==> src/eei_regs.vh <==
`ifndef EEI_REGS_VH
`define EEI_REGS_VH

// ------------------------------------------------------------
// register byte offsets
// ------------------------------------------------------------
`define EEI_OFS_CTRL     12'h000
`define EEI_OFS_SEL      12'h004
`define EEI_OFS_CTRL_RMW 12'h008
`define EEI_OFS_W        12

// ------------------------------------------------------------
// control register fields
// ------------------------------------------------------------
`define EEI_C1_FLAG  7
`define EEI_C1_POL_H 6
`define EEI_C1_POL_L 5
`define EEI_C1_EN    4
`define EEI_C0_FLAG  3
`define EEI_C0_POL_H 2
`define EEI_C0_POL_L 1
`define EEI_C0_EN    0
`define EEI_CTRL_RST 8'h00

// ------------------------------------------------------------
// selector register fields
// ------------------------------------------------------------
`define EEI_SEL_DED  6
`define EEI_SEL_EVT  3
`define EEI_SEL_SDI  2
`define EEI_SEL_SCK  1
`define EEI_SEL_TRG  0
`define EEI_SEL_MASK 8'h4f
`define EEI_SEL_RST  8'h40

// ------------------------------------------------------------
// polarity codes
// ------------------------------------------------------------
`define EEI_POL_OFF  2'h0
`define EEI_POL_RISE 2'h1
`define EEI_POL_FALL 2'h2
`define EEI_POL_BOTH 2'h3

// ------------------------------------------------------------
// ahb codes
// ------------------------------------------------------------
`define EEI_HTRANS_NSEQ 2'h2
`define EEI_HSIZE_WORD  3'h2
`define EEI_BYTE_W      8

`endif

==> src/eei_edge_det.v <==
`timescale 1ns/10ps
`include "eei_regs.vh"

module eei_edge_det
(
   // clock and reset
   input  wire       hclk,
   input  wire       hresetn,
   // synchronised level and polarity code
   input  wire       sig,
   input  wire [1:0] pol,
   // one-cycle detection pulse
   output reg        hit
);

   // ---------------------------------------------------------
   // previous sample
   // ---------------------------------------------------------
   reg prev_q;   // level seen one cycle ago

   // previous sample always tracks, so a mode change never
   // sees a stale level from long ago
   always @(posedge hclk or negedge hresetn)
   begin
      if (!hresetn)
         prev_q <= 1'b0;
      else
         prev_q <= sig;
   end

   // ---------------------------------------------------------
   // edge compare
   // ---------------------------------------------------------
   always @*
   begin
      case (pol)
         `EEI_POL_RISE : hit = sig & ~prev_q;
         `EEI_POL_FALL : hit = ~sig & prev_q;
         `EEI_POL_BOTH : hit = sig ^ prev_q;
         default       : hit = 1'b0;
      endcase
   end

endmodule // eei_edge_det

==> src/eei_top.v <==
`timescale 1ns/10ps
`include "eei_regs.vh"

module eei_top
(
   // ahb-lite clock and reset
   input  wire        hclk,
   input  wire        hresetn,
   // ahb-lite slave
   input  wire        hsel,
   input  wire [31:0] haddr,
   input  wire [1:0]  htrans,
   input  wire        hwrite,
   input  wire [2:0]  hsize,
   input  wire [31:0] hwdata,
   input  wire        hready,
   output reg  [31:0] hrdata,
   output reg         hreadyout,
   output reg         hresp,
   // external pins
   input  wire        ch1_interrupt_pin,
   input  wire        dedicated_interrupt_pin,
   input  wire        counter_event_input,
   input  wire        pulse_trigger_input,
   input  wire        serial_clock_input,
   input  wire        serial_data_input,
   // pass-through to own peripherals
   output reg         counter_event_to_timer,
   output reg         pulse_trigger_to_ppg,
   output reg         serial_clock_to_uart,
   output reg         serial_data_to_uart,
   // port data view of the interrupt pins
   output reg  [1:0]  port_pin_data,
   // requests to the interrupt controller
   output reg         ch0_irq,
   output reg         ch1_irq
);

   // ---------------------------------------------------------
   // address decode helper
   // ---------------------------------------------------------
   // true when a byte address lands on a given register word
   function is_reg;
      input [31:0]            addr;
      input [`EEI_OFS_W-1:0]  ofs;
      begin
         is_reg = (addr[`EEI_OFS_W-1:2] == ofs[`EEI_OFS_W-1:2]);
      end
   endfunction

   // ---------------------------------------------------------
   // pin synchronisers
   // ---------------------------------------------------------
   // order: dedicated, ch1, event, trigger, sck, sdi
   localparam NPIN = 6;
   localparam PDED = 0;
   localparam PCH1 = 1;
   localparam PEVT = 2;
   localparam PTRG = 3;
   localparam PSCK = 4;
   localparam PSDI = 5;

   wire [NPIN-1:0] pin_raw;   // raw asynchronous pins
   reg  [NPIN-1:0] meta_q;    // first stage, read by stage two only
   reg  [NPIN-1:0] sync_q;    // second stage, safe to use

   assign pin_raw = {serial_data_input, serial_clock_input,
                     pulse_trigger_input, counter_event_input,
                     ch1_interrupt_pin, dedicated_interrupt_pin};

   // two flops per pin before any logic looks at it
   always @(posedge hclk or negedge hresetn)
   begin
      if (!hresetn)
      begin
         meta_q <= {NPIN{1'b0}};
         sync_q <= {NPIN{1'b0}};
      end
      else
      begin
         meta_q <= pin_raw;
         sync_q <= meta_q;
      end
   end

   // ---------------------------------------------------------
   // register state
   // ---------------------------------------------------------
   reg [7:0] ctrl_q;   // edge_interrupt_control
   reg [7:0] ctrl_d;
   reg [7:0] sel_q;    // pin_selector_control
   reg [7:0] sel_d;

   // ---------------------------------------------------------
   // pin selector for channel 0
   // ---------------------------------------------------------
   wire ch0_src;   // combined channel 0 level

   // each pin gated by its select bit, then ored; a cleared
   // select bit forces that pin to zero
   assign ch0_src =
      (sel_q[`EEI_SEL_DED] & sync_q[PDED]) |
      (sel_q[`EEI_SEL_EVT] & sync_q[PEVT]) |
      (sel_q[`EEI_SEL_SDI] & sync_q[PSDI]) |
      (sel_q[`EEI_SEL_SCK] & sync_q[PSCK]) |
      (sel_q[`EEI_SEL_TRG] & sync_q[PTRG]);

   // ---------------------------------------------------------
   // edge detectors
   // ---------------------------------------------------------
   wire hit0;   // channel 0 edge pulse
   wire hit1;   // channel 1 edge pulse

   eei_edge_det u_det0
   (
      .hclk    (hclk),
      .hresetn (hresetn),
      .sig     (ch0_src),
      .pol     (ctrl_q[`EEI_C0_POL_H:`EEI_C0_POL_L]),
      .hit     (hit0)
   );

   eei_edge_det u_det1
   (
      .hclk    (hclk),
      .hresetn (hresetn),
      .sig     (sync_q[PCH1]),
      .pol     (ctrl_q[`EEI_C1_POL_H:`EEI_C1_POL_L]),
      .hit     (hit1)
   );

   // ---------------------------------------------------------
   // ahb address phase capture
   // ---------------------------------------------------------
   reg        wr_pend_q;   // write data phase pending
   reg [31:0] wr_addr_q;   // address of that write
   wire       ap_valid;    // accepted address phase
   wire       ap_write;
   wire       ap_read;

   assign ap_valid = hsel & hready & (htrans == `EEI_HTRANS_NSEQ);
   assign ap_write = ap_valid & hwrite;
   assign ap_read  = ap_valid & ~hwrite;

   // remember a write so the data phase can apply it
   always @(posedge hclk or negedge hresetn)
   begin
      if (!hresetn)
      begin
         wr_pend_q <= 1'b0;
         wr_addr_q <= 32'h0000_0000;
      end
      else
      begin
         wr_pend_q <= ap_write;
         if (ap_write)
            wr_addr_q <= haddr;
      end
   end

   // ---------------------------------------------------------
   // write decode
   // ---------------------------------------------------------
   wire       wr_ctrl;   // control write in data phase
   wire       wr_sel;    // selector write in data phase
   wire [7:0] wbyte;     // low byte of write data

   assign wbyte   = hwdata[`EEI_BYTE_W-1:0];
   // the read-modify-write view also accepts writes, so the
   // write half of such an instruction lands normally
   assign wr_ctrl = wr_pend_q &
                    (is_reg(wr_addr_q, `EEI_OFS_CTRL) |
                     is_reg(wr_addr_q, `EEI_OFS_CTRL_RMW));
   assign wr_sel  = wr_pend_q & is_reg(wr_addr_q, `EEI_OFS_SEL);

   // ---------------------------------------------------------
   // control register next value
   // ---------------------------------------------------------
   // an edge in the same cycle as a clearing write still sets
   // the flag, so no event is ever lost
   always @*
   begin
      ctrl_d = ctrl_q;
      if (wr_ctrl)
      begin
         // polarity and enable bits store as written
         ctrl_d[`EEI_C1_POL_H:`EEI_C1_POL_L] =
            wbyte[`EEI_C1_POL_H:`EEI_C1_POL_L];
         ctrl_d[`EEI_C1_EN] = wbyte[`EEI_C1_EN];
         ctrl_d[`EEI_C0_POL_H:`EEI_C0_POL_L] =
            wbyte[`EEI_C0_POL_H:`EEI_C0_POL_L];
         ctrl_d[`EEI_C0_EN] = wbyte[`EEI_C0_EN];
         // flags: zero clears, one leaves alone
         ctrl_d[`EEI_C1_FLAG] =
            ctrl_q[`EEI_C1_FLAG] & wbyte[`EEI_C1_FLAG];
         ctrl_d[`EEI_C0_FLAG] =
            ctrl_q[`EEI_C0_FLAG] & wbyte[`EEI_C0_FLAG];
      end
      if (hit1)
         ctrl_d[`EEI_C1_FLAG] = 1'b1;
      if (hit0)
         ctrl_d[`EEI_C0_FLAG] = 1'b1;
   end

   // ---------------------------------------------------------
   // selector register next value
   // ---------------------------------------------------------
   always @*
   begin
      sel_d = sel_q;
      if (wr_sel)
         sel_d = wbyte & `EEI_SEL_MASK;
   end

   // ---------------------------------------------------------
   // register flops
   // ---------------------------------------------------------
   always @(posedge hclk or negedge hresetn)
   begin
      if (!hresetn)
      begin
         ctrl_q <= `EEI_CTRL_RST;
         sel_q  <= `EEI_SEL_RST;
      end
      else
      begin
         ctrl_q <= ctrl_d;
         sel_q  <= sel_d;
      end
   end

   // ---------------------------------------------------------
   // interrupt requests
   // ---------------------------------------------------------
   // built from next values so a request follows its flag in
   // the same cycle; a cleared enable blocks it at once
   always @(posedge hclk or negedge hresetn)
   begin
      if (!hresetn)
      begin
         ch1_irq <= 1'b0;
         ch0_irq <= 1'b0;
      end
      else
      begin
         ch1_irq <= ctrl_d[`EEI_C1_FLAG] & ctrl_d[`EEI_C1_EN];
         ch0_irq <= ctrl_d[`EEI_C0_FLAG] & ctrl_d[`EEI_C0_EN];
      end
   end

   // ---------------------------------------------------------
   // read data
   // ---------------------------------------------------------
   reg [7:0] rd_byte;   // selected register value

   // next values are used so a read right after a write sees
   // the written data
   always @*
   begin
      rd_byte = 8'h00;
      if (is_reg(haddr, `EEI_OFS_CTRL))
         rd_byte = ctrl_d;
      else if (is_reg(haddr, `EEI_OFS_SEL))
         rd_byte = sel_d & `EEI_SEL_MASK;
      else if (is_reg(haddr, `EEI_OFS_CTRL_RMW))
      begin
         // the read half of read-modify-write sees both flags
         // as one, so its write-back cannot clear them
         rd_byte = ctrl_d;
         rd_byte[`EEI_C1_FLAG] = 1'b1;
         rd_byte[`EEI_C0_FLAG] = 1'b1;
      end
   end

   // data is registered at the address-phase edge; unmapped
   // addresses read zero
   always @(posedge hclk or negedge hresetn)
   begin
      if (!hresetn)
         hrdata <= 32'h0000_0000;
      else if (ap_read)
         hrdata <= {{(32-`EEI_BYTE_W){1'b0}}, rd_byte};
      else
         hrdata <= 32'h0000_0000;
   end

   // ---------------------------------------------------------
   // bus response
   // ---------------------------------------------------------
   // zero wait states, always okay
   always @(posedge hclk or negedge hresetn)
   begin
      if (!hresetn)
      begin
         hreadyout <= 1'b1;
         hresp     <= 1'b0;
      end
      else
      begin
         hreadyout <= 1'b1;
         hresp     <= 1'b0;
      end
   end

   // ---------------------------------------------------------
   // pin pass-through and port data view
   // ---------------------------------------------------------
   // shared pins keep feeding their peripherals whatever the
   // selector holds; the dedicated pin has no peripheral
   always @(posedge hclk or negedge hresetn)
   begin
      if (!hresetn)
      begin
         counter_event_to_timer <= 1'b0;
         pulse_trigger_to_ppg   <= 1'b0;
         serial_clock_to_uart   <= 1'b0;
         serial_data_to_uart    <= 1'b0;
         port_pin_data          <= 2'h0;
      end
      else
      begin
         counter_event_to_timer <= sync_q[PEVT];
         pulse_trigger_to_ppg   <= sync_q[PTRG];
         serial_clock_to_uart   <= sync_q[PSCK];
         serial_data_to_uart    <= sync_q[PSDI];
         // levels shown regardless of any enable bit
         port_pin_data <= {sync_q[PCH1], sync_q[PDED]};
      end
   end

endmodule // eei_top

==> config.mk <==
export PLATFORM = sky130hd
export DESIGN_NAME = eei_top
export DESIGN_NICKNAME = d
export VERILOG_FILES = /design/src/eei_edge_det.v /design/src/eei_top.v
export VERILOG_INCLUDE_DIRS = /design/src
export SDC_FILE = /design/constraint.sdc
export NUM_CORES = 1
export LEC_CHECK = 0
export BUFFER_PORTS_ARGS = -buffer_cell sky130_fd_sc_hd__buf_2
export CORE_UTILIZATION = 25
export CTS_CLUSTER_SIZE = 40
export DETAILED_ROUTE_END_ITERATION = 10
export GPL_TIMING_DRIVEN = 0
export PLACE_DENSITY = 0.56
export SYNTH_ARGS = -nofsm -noshare
export SYNTH_HDL_FRONTEND = slang
export SYNTH_SLANG_ARGS = --single-unit
==> constraint.sdc <==
create_clock -name hclk -period 2.3 [get_ports hclk]
set_input_delay 0.46 -clock hclk [delete_from_list [all_inputs] [get_ports hclk]]
set_output_delay 0.46 -clock hclk [all_outputs]
set_load 0.02 [all_outputs]
* After elaboration in Yosys (flattened, before gate mapping) *
Index checks and enable logic that the tools add are counted.

word-level totals
  bits in registers = 80
  input port bits = 80
  output and inout bits = 42
  word-level logic and storage cells = 70

operators by class
  equality and inequality tests = 11
  mux-type cells = 10
  bitwise logic cells = 31
  reductions and logical operators = 2

operators by type and width
  cell                                                               number
  8-bit two-way mux                                                  5
  10-bit by 1-bit == test with 1-bit output (second input constant)  2
  10-bit by 2-bit == test with 1-bit output (second input constant)  2
  10-bit zero test                                                   2
  1-bit bitwise AND                                                  19
  2-bit == test (second input constant)                              5
  7-bit two-way mux                                                  1
  1-bit case mux with 3 select lines                                 2
  1-bit inverter                                                     5
  1-bit OR                                                           5
  2-bit by 1-bit == test with 1-bit output (second input constant)   2
  1-bit two-way mux                                                  2
  1-bit XOR                                                          2

* Logic depth before layout (Yosys ltp) *
  word-level depth = 11
  depth in mapped cells = 7
  mapped depth without buffers = 7

* Cells and area by module *
A second synthesis with hierarchy kept.

unflattened totals
  cell total of the unflattened synthesis = 162
  area, all modules = 2190.9 um^2

by module, submodules not included
  module        instances  cells an instance  area each (um^2)  sequential area each (um^2)
  eei_top       1          142                2023.2            1302.5
  eei_edge_det  2          10                 83.8              25.0

* Least setup slack after synthesis *
Ideal clock, no wire load.

  path type = reg2reg
  start = register wr_addr_q[7]
  end = register hrdata[2]
  setup time = 0.122 ns
  data arrival time = 1.896 ns
  required time = 2.178 ns
  slack = 0.282 ns
  stages on the path, launching flop included = 5
  path buffers = 0
  period minus slack after synthesis = 2.018 ns
  path through = dfrtp_1 -> or4_4 -> nor4_4 -> mux2_2 -> a32o_1

between the ends
  word-level cells in the longest chain between the ends = 8
  elaborated cells between the ends (all ways) = 12
  classes of those cells = eq/ne (2); mux (6); bitwise (3); reduce/logical (1)

RTL lines
  item                                                                                  RTL line       text
  start, declared                                                                       eei_top.v:136  reg [31:0] wr_addr_q;
  start signal, assigned                                                                eei_top.v:157  wr_addr_q <= haddr;
  10-bit by 2-bit == test with 1-bit output / 10-bit zero test (equally long branches)  eei_top.v:47   is_reg = (addr[`EEI_OFS_W-1:2] == ofs[`EEI_OFS_W-1:2]);
  1-bit OR (*)                                                                          eei_top.v:172  (is_reg(wr_addr_q, `EEI_OFS_CTRL) |
  1-bit bitwise AND (*)                                                                 eei_top.v:171  assign wr_ctrl = wr_pend_q &
  8-bit two-way mux (*)                                                                 eei_top.v:184  if (wr_ctrl)
  net ctrl_d[2]                                                                         eei_top.v:90   reg [7:0] ctrl_d;
  8-bit two-way mux                                                                     eei_top.v:265  else if (is_reg(haddr, `EEI_OFS_CTRL_RMW))
  8-bit two-way mux                                                                     eei_top.v:263  else if (is_reg(haddr, `EEI_OFS_SEL))
  8-bit two-way mux (*)                                                                 eei_top.v:261  if (is_reg(haddr, `EEI_OFS_CTRL))
  8-bit two-way mux (*)                                                                 eei_top.v:281  else if (ap_read)
  end signal, assigned                                                                  eei_top.v:282  hrdata <= {{(32-`EEI_BYTE_W){1'b0}}, rd_byte};
  end, declared                                                                         eei_top.v:17   output reg [31:0] hrdata,

The timed path passes the listed nets; every way through them passes the cells marked *.
A chain may end at the register's enable or synchronous reset.

* Final worst setup path *
Ends and elaborated chain as after synthesis.

==> results.json <==
{
  "status": "completed",
  "setup.worst_path.class": "register to register",
  "syn_to_final_growth_pct": 25.0,
  "setup_violations": 0,
  "drt_iter0_markers": 39,
  "seq_area_frac_synth": 0.600,
  "yosysMostFrequentCell": "dfrtp_1",
  "synth_ff_type": "dfrtp_1",
  "reg2reg_from": "wr_addr_q[7]",
  "start_util": 0.264,
  "fin_crit_ps": 2180,
  "min_path_type": "input pin to register",
  "period_share": 0.947,
  "fmax_mhz": 459,
  "leakagePower_nw": 1.41,
  "gp_congestion": 0.746,
  "crit_start": "wr_addr_q[7]",
  "die_h_um": 96.1,
  "synthTopCellsByArea": "dfrtp_1 59%, buf_4 9.2%, mux2_2 8.1%",
  "power.density_nw_per_um2": 701,
  "drt-pass1-iter-count": 4,
  "cts_tree": "built",
  "port-buffer-count": 46,
  "synthCells": 170,
  "end_kind": "register",
  "max_cap_viol_count": 0,
  "clk_path_buf_depth": 2,
  "yosysWarnings": 0,
  "critical_path_required_ps": 2490,
  "via_per_inst": 3.95,
  "path_max_fanout": 6,
  "nNetsFinal": 330,
  "grt_usage": 0.0989,
  "yosys.area.top_type": "dfrtp_1",
  "arrival_ps": 2370,
  "hold_start": "ch1_interrupt_pin",
  "antenna_left": 0,
  "clk_pin_slew_ps": 90,
  "antenna_found_initial": 0,
  "dp.cells": 345,
  "grt_pass1_vias": 1367,
  "cts_hold_buffers": 0,
  "synth_area_per_cell_um2": 13.0,
  "rsz0062_at_grt": "no",
  "h-tree-depth": 2,
  "routedWlPerCell_um": 12.1,
  "power_mw": 1.94,
  "numCtsBuffers": 5,
  "vias": 1396,
  "startpoint_type": "register",
  "diodes": 0,
  "irDropWorstVdd_mv": 0.278,
  "final_cells": 353,
  "synth_edf_count": 0,
  "cts-resized-gates": 0,
  "clk_latency_ps": 300,
  "grt_max_degree": 54,
  "final.setup_skew_ps": 8.15,
  "drc": 0,
  "grt_pass1_wl_um": 6730,
  "worst_pin_slew_ps": 1160,
  "routed_wl_um": 4260,
  "synth_seq_cells": 53,
  "clock_sinks": 53,
  "synth_common_cells": "52 x dfrtp_1, 27 x buf_4, 16 x mux2_2",
  "final_cell_area_um2": 2770,
  "rows": 33,
  "post_cts_buffers": 0,
  "synth_top_area_share": 0.588,
  "netlist_area_um2": 2210,
  "cts-root-buf": "clkbuf_8",
  "synth.distinct_cells": 36,
  "synth_async_sr_flop_share": 1.00,
  "core_area_um2": 8380,
  "boundaryPins": 122,
  "dp.final_hpwl_um": 3210,
  "gr-total-overflow": 0,
  "timing.hold.ws_ps": 261,
  "die_w_um": 96.1,
  "drive_above_1_share": 0.431,
  "placed_area_um2": 2660,
  "slew_viol_final": 0,
  "hold_viol_final": 0,
  "dieArea_um2": 9230,
  "slew_headroom": 0.226
}
final timing paths:
path                                   endpoint  slack, ps  depth (start not counted)
max                                   hrdata[2]        120                          4
min                                   meta_q[1]        260                          1
max reg2reg                           hrdata[2]        120                          4
min reg2reg                           sync_q[5]        350                          0
max in group asynchronous             ctrl_q[5]       1190                          1
min in group asynchronous  serial_clock_to_uart        390                          1
per-layer routing:
| layer | GRT usage | wire length (um) | vias to the layer above |
|---|---|---|---|
| met4 | 0.0299 | 29 | 0 |
| met2 | 0.148 | 1900 | 48 |
| met1 | 0.136 | 2070 | 656 |
| met5 | 0 | 0 | - |
| li1 | - | - | 690 |
| met3 | 0.0308 | 263 | 2 |
metrics by stage:
step,TNS (ps),util,worst slack (ps)
2_1_floorplan,0,-,282
3_3_place_gp,-5.76,0.318,-5.76
3_5_place_dp,-32.0,0.318,-32.0
4_1_cts,0,0.329,21.6
5_1_grt,0,0.330,38.0
6_report,0,0.330,121
layout by cell type (no fill, tap or decap), drive strengths merged, types with 2 or more instances in the layout:
cell type and count:
buf 73, dfrtp 52, conb 26, mux2 16
inv 11, clkbuf 8, nor2b 7, or2 5
nand2 5, nor4 5, nor2 4, mux2i 4
o211ai 3, ha 3, nand3b 2, o21ai 2
a32o 2, o41ai 2
cell type report:
type | count | area (um2)
Fill cell | 852 | 5620
Sequential cell | 53 | 1330
Multi-Input combinational cell | 102 | 734
Timing Repair Buffer | 46 | 230
Buffer | 28 | 206
Tap cell | 105 | 131
Clock buffer | 7 | 86.3
Inverter | 11 | 41.3
Clock inverter | 1 | 7.51
sequential cells by signal, summed over array words and instances, names as in the netlist:
register	count
sel_q	5
port_pin_data	2
hrdata	8
meta_q	6
sync_q	6
wr_addr_q	10
counter_event_to_timer	1
ch0_irq	1
u_det0.prev_q	1
serial_data_to_uart	1
wr_pend_q	1
serial_clock_to_uart	1
ctrl_q	8
ch1_irq	1
pulse_trigger_to_ppg	1
power breakdown:
group          switching (mW)  leakage [nW]  internal, mW
Combinational           0.168         0.713         0.146
Clock                   0.288        0.0445         0.245
Sequential             0.0641         0.654          1.03
critical path: stages (launching register included):
cell,delay (ps)
dfrtp_1,410
or4_4,590
nor4_4,450
mux2_2,410
a32o_1,210
cell families (layout without fill, tap and decap cells):
group / count (synthesis) / after routing / synth area share
AOI/OAI and AO/OA: 16 / 16 / 0.0577
and+or+nand+nor: 37 / 37 / 0.110
other: 2 / 26 / 0.00339
adders and majority gates: 3 / 3 / 0.0170
muxes: 20 / 20 / 0.0995
buffers and inverters: 39 / 93 / 0.112
DFF: 53 / 53 / 0.600
(Power assumes the default switching activity.)
